==> config.mk <==
export PLATFORM = sky130hd
export DESIGN_NAME = pci_master_target_port
export DESIGN_NICKNAME = d
export VERILOG_FILES = /design/src/logic/pci_port_pkg.sv /design/src/logic/pci_master_target_port.sv
export VERILOG_INCLUDE_DIRS = /design/src /design/src/logic
export SDC_FILE = /design/constraint.sdc
export NUM_CORES = 1
export LEC_CHECK = 0
export ABC_AREA = 1
export ABC_CLOCK_PERIOD_IN_PS = 15200
export BUFFER_PORTS_ARGS = -buffer_cell sky130_fd_sc_hd__buf_4
export CORE_UTILIZATION = 45
export CTS_CLUSTER_SIZE = 40
export DETAILED_ROUTE_END_ITERATION = 12
export MAX_ROUTING_LAYER = met4
export SLEW_MARGIN = 20
export SYNTH_ARGS = -nofsm -noshare
export SYNTH_HDL_FRONTEND = slang
export SYNTH_HIERARCHICAL = 1
export SYNTH_SLANG_ARGS = --single-unit
export TNS_END_PERCENT = 100
==> constraint.sdc <==
create_clock -name CLOCK_IN -period 15.2 [get_ports CLOCK_IN]
set_input_delay 1.52 -clock CLOCK_IN [delete_from_list [all_inputs] [get_ports CLOCK_IN]]
set_output_delay 1.52 -clock CLOCK_IN [all_outputs]
set_load 0.05 [all_outputs]
==> src/logic/pci_port_cfg.svh <==
/*
  timing and encoding constants for the pci port.
  assumes inclusion by bare name from the package and design.
*/
`ifndef PCI_PORT_CFG_SVH
`define PCI_PORT_CFG_SVH
`define CMD_MEM_READ     4'h6
`define CMD_MEM_WRITE    4'h7
`define CMD_CFG_READ     4'hA
`define CMD_CFG_WRITE    4'hB
`define RST_NS           1000
`define CLK_NS           100
`define RST_CYCLES       ((`RST_NS + `CLK_NS - 1) / `CLK_NS)
`define FIFO_DEPTH       8
`define WR_BIT           0
`endif

==> src/logic/pci_port_pkg.sv <==
/*
  types shared by the pci port.
  assumes the cfg header is on the include path.
*/
`include "pci_port_cfg.svh"
package pci_port_pkg;
  typedef struct packed {
    logic [31:0] addr;
    logic [3:0]  cmd;
    logic [3:0]  byte_en;
    logic [31:0] data;
  } req_s;
  typedef enum logic [5:0] {
    ST_IDLE  = 6'h01,
    ST_MADDR = 6'h02,
    ST_MDATA = 6'h04,
    ST_TWAIT = 6'h08,
    ST_TDATA = 6'h10,
    ST_TURN  = 6'h20
  } state_e;
endpackage

==> src/logic/pci_master_target_port.sv <==
/*
  pci master/target port with request fifo; config reads and writes pass through to user ports.
  assumes bus pins resolved outside from out/oe pairs, all inputs
  synchronous to CLOCK_IN, and a single-master arbitration done outside.
*/
`timescale 1ns/1ns
`default_nettype none
`include "pci_port_cfg.svh"

module req_fifo #(
  parameter int WIDTH = 72,
  parameter int DEPTH = 8
) (
  input  wire logic             clk_in,
  input  wire logic             rstn_in,
  input  wire logic             in_valid_in,
  output logic                  in_ready_out,
  input  wire logic [WIDTH-1:0] in_data_in,
  output logic                  out_valid_out,
  input  wire logic             out_ready_in,
  output logic      [WIDTH-1:0] out_data_out
);
  localparam int AW = $clog2(DEPTH);
  logic [WIDTH-1:0] mem [DEPTH];
  logic [AW-1:0]    wp_reg, wp_next, rp_reg, rp_next;
  logic [AW:0]      cnt_reg, cnt_next;
  logic             push, pop;
  assign in_ready_out  = cnt_reg != (AW+1)'(DEPTH);
  assign out_valid_out = cnt_reg != '0;
  assign out_data_out  = mem[rp_reg];
  assign push = in_valid_in && in_ready_out;
  assign pop  = out_valid_out && out_ready_in;
  always_comb begin
    wp_next  = push ? AW'(wp_reg + 1'b1) : wp_reg;
    rp_next  = pop ? AW'(rp_reg + 1'b1) : rp_reg;
    cnt_next = (AW+1)'(cnt_reg + push - pop);
  end
  always_ff @(posedge clk_in or negedge rstn_in) begin
    if (!rstn_in) begin
      wp_reg  <= '0;
      rp_reg  <= '0;
      cnt_reg <= '0;
    end else begin
      wp_reg  <= wp_next;
      rp_reg  <= rp_next;
      cnt_reg <= cnt_next;
    end
  end
  always_ff @(posedge clk_in) begin
    if (push) begin
      mem[wp_reg] <= in_data_in;
    end
  end
endmodule

module pci_master_target_port #(
  parameter int FIFO_DEPTH = `FIFO_DEPTH
) (
  // clock and reset
  input  wire logic                 CLOCK_IN,
  input  wire logic                 RSTN_IN,
  // user side: single-word master transfers, read returns and config write data
  input  wire logic                 REQ_VALID_IN,
  output logic                      REQ_READY_OUT,
  input  wire pci_port_pkg::req_s   REQ_IN,
  output logic                      RD_VALID_OUT,
  output logic [31:0]               RD_DATA_OUT,
  output logic                      TGT_WR_VALID_OUT,
  output logic [31:0]               TGT_WR_DATA_OUT,
  // target read data source
  input  wire logic [31:0]          TGT_RD_DATA_IN,
  // address/data lines
  input  wire logic [31:0]          AD_IN,
  output logic      [31:0]          AD_OUT,
  output logic                      AD_OE_OUT,
  // command/byte-enable lines
  input  wire logic [3:0]           CBEN_IN,
  output logic      [3:0]           CBEN_OUT,
  output logic                      CBEN_OE_OUT,
  // framing and handshakes, active low
  input  wire logic                 FRAMEN_IN,
  output logic                      FRAMEN_OUT,
  output logic                      FRAMEN_OE_OUT,
  input  wire logic                 IRDYN_IN,
  output logic                      IRDYN_OUT,
  output logic                      IRDYN_OE_OUT,
  input  wire logic                 TRDYN_IN,
  output logic                      TRDYN_OUT,
  output logic                      TRDYN_OE_OUT,
  output logic                      DEVSELN_OUT,
  output logic                      DEVSELN_OE_OUT,
  // initialization select
  input  wire logic                 IDSEL_IN
);
  pci_port_pkg::state_e st_reg, st_next;
  pci_port_pkg::req_s   cur, q_data;
  logic        q_valid, q_pop;
  logic [31:0] ad_reg, ad_next;
  logic [3:0]  cbe_reg, cbe_next;
  logic        ad_oe_reg, ad_oe_next, cbe_oe_reg, cbe_oe_next;
  logic        fr_reg, fr_next, fr_oe_reg, fr_oe_next;
  logic        ir_reg, ir_next, ir_oe_reg, ir_oe_next;
  logic        tr_reg, tr_next, tr_oe_reg, tr_oe_next;
  logic        ds_reg, ds_next, ds_oe_reg, ds_oe_next;
  logic        tw_reg, tw_next, rdv_reg, rdv_next, tww_reg, tww_next;
  logic [31:0] rdd_reg, rdd_next, twd_reg, twd_next;
  logic        is_cfg, rdy_in, wr;

  req_fifo #(.WIDTH($bits(pci_port_pkg::req_s)), .DEPTH(FIFO_DEPTH)) u_q (
    .clk_in       (CLOCK_IN),
    .rstn_in      (RSTN_IN),
    .in_valid_in  (REQ_VALID_IN),
    .in_ready_out (REQ_READY_OUT),
    .in_data_in   (REQ_IN),
    .out_valid_out(q_valid),
    .out_ready_in (q_pop),
    .out_data_out (q_data)
  );
  assign cur = q_data;
  assign wr  = cur.cmd[`WR_BIT];
  assign is_cfg = IDSEL_IN && !FRAMEN_IN &&
                  (CBEN_IN == `CMD_CFG_READ || CBEN_IN == `CMD_CFG_WRITE);
  assign rdy_in = !TRDYN_IN && !ir_reg;
  assign q_pop  = (st_reg == pci_port_pkg::ST_MDATA) && rdy_in;

  always_comb begin
    st_next = st_reg;
    ad_next = ad_reg;
    cbe_next = cbe_reg;
    ad_oe_next = ad_oe_reg;
    cbe_oe_next = cbe_oe_reg;
    fr_next = 1'b1;
    fr_oe_next = 1'b0;
    ir_next = 1'b1;
    ir_oe_next = 1'b0;
    tr_next = 1'b1;
    tr_oe_next = 1'b0;
    ds_next = 1'b1;
    ds_oe_next = 1'b0;
    tw_next = tw_reg;
    rdv_next = 1'b0;
    rdd_next = rdd_reg;
    tww_next = 1'b0;
    twd_next = twd_reg;
    case (st_reg)
      pci_port_pkg::ST_IDLE: begin
        ad_oe_next = 1'b0;
        cbe_oe_next = 1'b0;
        if (is_cfg) begin
          tw_next = CBEN_IN[`WR_BIT];
          ds_next = 1'b0;
          ds_oe_next = 1'b1;
          st_next = pci_port_pkg::ST_TWAIT;
        end else if (q_valid && FRAMEN_IN && IRDYN_IN) begin
          // address with two low bits zero
          ad_next = {cur.addr[31:2], 2'b00};
          cbe_next = cur.cmd;
          ad_oe_next = 1'b1;
          cbe_oe_next = 1'b1;
          fr_next = 1'b0;
          fr_oe_next = 1'b1;
          st_next = pci_port_pkg::ST_MADDR;
        end
      end
      pci_port_pkg::ST_MADDR: begin
        cbe_next = cur.byte_en;
        // write data driven, bus released for reads
        ad_next = cur.data;
        ad_oe_next = wr;
        fr_next = 1'b1;
        fr_oe_next = 1'b1;
        // ready once data valid or capture possible
        ir_next = 1'b0;
        ir_oe_next = 1'b1;
        st_next = pci_port_pkg::ST_MDATA;
      end
      pci_port_pkg::ST_MDATA: begin
        fr_oe_next = 1'b1;
        ir_oe_next = 1'b1;
        if (rdy_in) begin
          rdv_next = !wr;
          rdd_next = AD_IN;
          ad_oe_next = 1'b0;
          cbe_oe_next = 1'b0;
          st_next = pci_port_pkg::ST_TURN;
        end else begin
          ir_next = 1'b0;
        end
      end
      pci_port_pkg::ST_TWAIT: begin
        ds_next = 1'b0;
        ds_oe_next = 1'b1;
        // target-ready with read data or write room
        tr_next = 1'b0;
        tr_oe_next = 1'b1;
        ad_next = TGT_RD_DATA_IN;
        ad_oe_next = !tw_reg;
        st_next = pci_port_pkg::ST_TDATA;
      end
      pci_port_pkg::ST_TDATA: begin
        ds_oe_next = 1'b1;
        tr_oe_next = 1'b1;
        if (!IRDYN_IN) begin
          tww_next = tw_reg;
          twd_next = AD_IN;
          ad_oe_next = 1'b0;
          st_next = pci_port_pkg::ST_TURN;
        end else begin
          ds_next = 1'b0;
          tr_next = 1'b0;
        end
      end
      pci_port_pkg::ST_TURN: begin
        ad_oe_next = 1'b0;
        cbe_oe_next = 1'b0;
        st_next = pci_port_pkg::ST_IDLE;
      end
      default: st_next = pci_port_pkg::ST_IDLE;
    endcase
  end

  // reset floats pins and clears state
  always_ff @(posedge CLOCK_IN or negedge RSTN_IN) begin
    if (!RSTN_IN) begin
      st_reg <= pci_port_pkg::ST_IDLE;
      ad_reg <= 32'h00000000;
      cbe_reg <= 4'hF;
      ad_oe_reg <= 1'b0;
      cbe_oe_reg <= 1'b0;
      fr_reg <= 1'b1;
      fr_oe_reg <= 1'b0;
      ir_reg <= 1'b1;
      ir_oe_reg <= 1'b0;
      tr_reg <= 1'b1;
      tr_oe_reg <= 1'b0;
      ds_reg <= 1'b1;
      ds_oe_reg <= 1'b0;
      tw_reg <= 1'b0;
      rdv_reg <= 1'b0;
      rdd_reg <= 32'h00000000;
      tww_reg <= 1'b0;
      twd_reg <= 32'h00000000;
    end else begin
      st_reg <= st_next;
      ad_reg <= ad_next;
      cbe_reg <= cbe_next;
      ad_oe_reg <= ad_oe_next;
      cbe_oe_reg <= cbe_oe_next;
      fr_reg <= fr_next;
      fr_oe_reg <= fr_oe_next;
      ir_reg <= ir_next;
      ir_oe_reg <= ir_oe_next;
      tr_reg <= tr_next;
      tr_oe_reg <= tr_oe_next;
      ds_reg <= ds_next;
      ds_oe_reg <= ds_oe_next;
      tw_reg <= tw_next;
      rdv_reg <= rdv_next;
      rdd_reg <= rdd_next;
      tww_reg <= tww_next;
      twd_reg <= twd_next;
    end
  end

  assign AD_OUT = ad_reg;
  assign AD_OE_OUT = ad_oe_reg;
  assign CBEN_OUT = cbe_reg;
  assign CBEN_OE_OUT = cbe_oe_reg;
  assign FRAMEN_OUT = fr_reg;
  assign FRAMEN_OE_OUT = fr_oe_reg;
  assign IRDYN_OUT = ir_reg;
  assign IRDYN_OE_OUT = ir_oe_reg;
  assign TRDYN_OUT = tr_reg;
  assign TRDYN_OE_OUT = tr_oe_reg;
  assign DEVSELN_OUT = ds_reg;
  assign DEVSELN_OE_OUT = ds_oe_reg;
  assign RD_VALID_OUT = rdv_reg;
  assign RD_DATA_OUT = rdd_reg;
  assign TGT_WR_VALID_OUT = tww_reg;
  assign TGT_WR_DATA_OUT = twd_reg;
endmodule
`default_nettype wire

==> summary.md <==
| Metric | Value |
|---|---|
| Share of layout cells above drive strength 1 | 0.126 |
| Critical path required time | around 16 ns |
| Final #Nets | 3500 |
| FMAX | 0.253 GHz |
| # clock sinks | approximately 700 |
| GRT Overall Usage | 0.237 |
| Remaining Overflow, GRT | 0 |
| # hold bufs at CTS | 0 |
| Relative slew slack | 0.306 |
| Global-route wire length before repair | 118 mm |
| Clock skew | roughly 0.028 ns |
| CTS root buffer | clkbuf_16 |
| Clk buf depth | 3 |
| RSZ-0062 raised after global routing | false |
| Hold Path Depth | 2 |
| Antenna violation net count after detailed routing | 0 |
| Post-Syn Area | about 30000 um^2 |
| Die Ht | 262 um |
| Max reg flops | 560 |
| DP Worst Slack | 11.28 ns |
| Max rail drop VDD | about 0.12 mV |
| Worst-path maximum fanout | 200 |
| Final Max Slew Viols | 0 |
| Vias in the first global route | 20286 |
| Core ar. | 66200 um^2 |
| Layout area overhead | 15.7% |
| Fillers | 5755 |
| Most frequent cells in the layout | 1170 x nand2_1, 625 x inv_1, 560 x edfxtp_1 |
| Via count | 21172 |
| Die ar. | ~68000 um^2 |
| Critical path's slowest cell | dfrtp_4 |
| Avg Cell Area, Syn | 9.69 um^2 |
| Avg WL per Cell | 18.4 um |
| Final WS setup | around 11 ns |
| Final Cycle Share | 0.260 |
| Final TNS setup | 0 ns |
| Residual DRC count | 0 |
| Clk_lat worst skew | between 0.6 and 0.7 ns |
| Yosys Warn Count | 6 |
| Top reg by flops | u_q/mem |
| TritonCTS buffer count | 74 |
| 1st-iter DRT viols | 1748 |
| Hold Violations, Final | 0 |
| Max incr delay on CP | between 0.9 and 1 ns |
| Syn nets | 3286 |
| Kind of critical path | reg2reg |
| DP Wirelength | around 44 mm |
| Row count | between 90 and 100 |
| Endpoint class of the critical path | flip-flop |
| PortBufs | 257 |
| Clk slew on worst S/H paths | roughly 0.060 ns |
| Total power | between 5 and 6 mW |
| Final setup vio count | 0 |
| Arrival @ worst endpoint | 4.49 ns |
| Final wirelength | 78.6 mm |
| Horiz. Die Dim | 262 um |
| Switching Share | 0.337 |
| Psw | 1.91 mW |
| Worst-Margin Slew | 1.04 ns |
| Fin crit period | 3.95 ns |
| Leakage power figure | 16.6 nW |
| Via/cell ratio | roughly 5.0 |
| Post-CTS Setup Inserts | 0 |
| Status | completed |
| GPL Wtd Cong | between 0.8 and 0.9 |
| Maxcap violations | 0 |
| Post-CTS Resized | 0 |
| Largest net degree at the start of global routing | 213 |
| Power share of the sequential group | 0.435 |
| CTS tree | yes |
| Initial antenna violation count | 7 |
| Logic gate share of total power | 0.261 |
| Hold WS | 0.469 ns |
| Critical path's most frequent cell | nand2_1 |
| I/O pin count | 260 |
| Cell Chain, Critical Path | clkinv_8 > buf_4 > nand2_1 > nand3_1 > nand2_1 > nand2_1 > nand2_1 > nand4_1 > nand3_1 > nand2_1 > nand2_1 |
| Clk pwr share | 0.304 |
| Most common cell after layout, fill and taps aside | nand2_1 |
| 1st-pass router iterations | 7 |
| Post-Syn Instances | 3130 |
| Pint | 3.76 mW |
| Cells on worst reg2reg path | 11 |
| CP Launch Type | flip-flop |
| PwrDens | 161 nW/um^2 |
| Hold Crit Class | reg2reg |
| Starting Density | 0.458 |
| H-tree depth | 3 |
[power by group through the flow]
stage | sequential (mW) | combinational, mW | clock [mW]
2_1_floorplan | 2.73 | 0.777 | 0
3_3_place_gp | 2.49 | 1.45 | 0
3_5_place_dp | 2.50 | 1.48 | 0
4_1_cts | 2.47 | 1.49 | 1.76
5_1_grt | 2.49 | 1.62 | 1.83
6_report | 2.46 | 1.48 | 1.72
[stage by stage]
| step | utilization | instance area [um^2] | std cells |
|---|---|---|---|
| after floorplan | - | 30300 | 3130 |
| after global placement | 0.495 | 32800 | 4132 |
| after detailed placement | 0.495 | 32800 | 4132 |
| after CTS | 0.530 | 35100 | 4264 |
| after global routing | 0.530 | 35100 | 4270 |
| final | 0.530 | 35100 | 4270 |
[area by class of cell]
| type | instances | area (um^2) | share of cell area |
|---|---|---|---|
| inverter | 636 | 2410 | 0.0686 |
| multi-input combinational | 1658 | 7070 | 0.201 |
| clock buffer | 111 | 2120 | 0.0605 |
| antenna | 6 | 15.0 | 0.000428 |
| tap | 864 | 1080 | 0.0308 |
| clock inverter | 21 | 184 | 0.00524 |
| timing repair buffer | 285 | 2160 | 0.0614 |
| sequential | 689 | 20100 | 0.572 |
[per-layer routing]
metal,global-route usage,wire [um],vias to the layer above
met2,0.376,37900,679
met4,0.0691,1440,0
met3,0.0358,4940,118
met1,0.316,34300,10154
met5,-,0,-
li1,-,-,10221
[critical path: cells and delay by family, from the launching register on]
kind | cells | cell delay [ns]
buffers and inverters | 2 | 1.53
DFF | 1 | 0.98
and+or+nand+nor | 9 | 1.17
[final timing paths]
path	from	to	slack, ns
max in group asynchronous	RSTN_IN	u_q/rp_reg[0]	12.87
min reg2reg	CBEN_OUT[1]	CBEN_OUT[1]	0.47
min in group asynchronous	RSTN_IN	RD_DATA_OUT[28]	0.97
max	u_q/rp_reg[0]	AD_OUT[31]	11.25
max reg2reg	u_q/rp_reg[0]	AD_OUT[31]	11.25
min	CBEN_OUT[1]	CBEN_OUT[1]	0.47
Note: power is estimated with default switching activity, not from simulation.
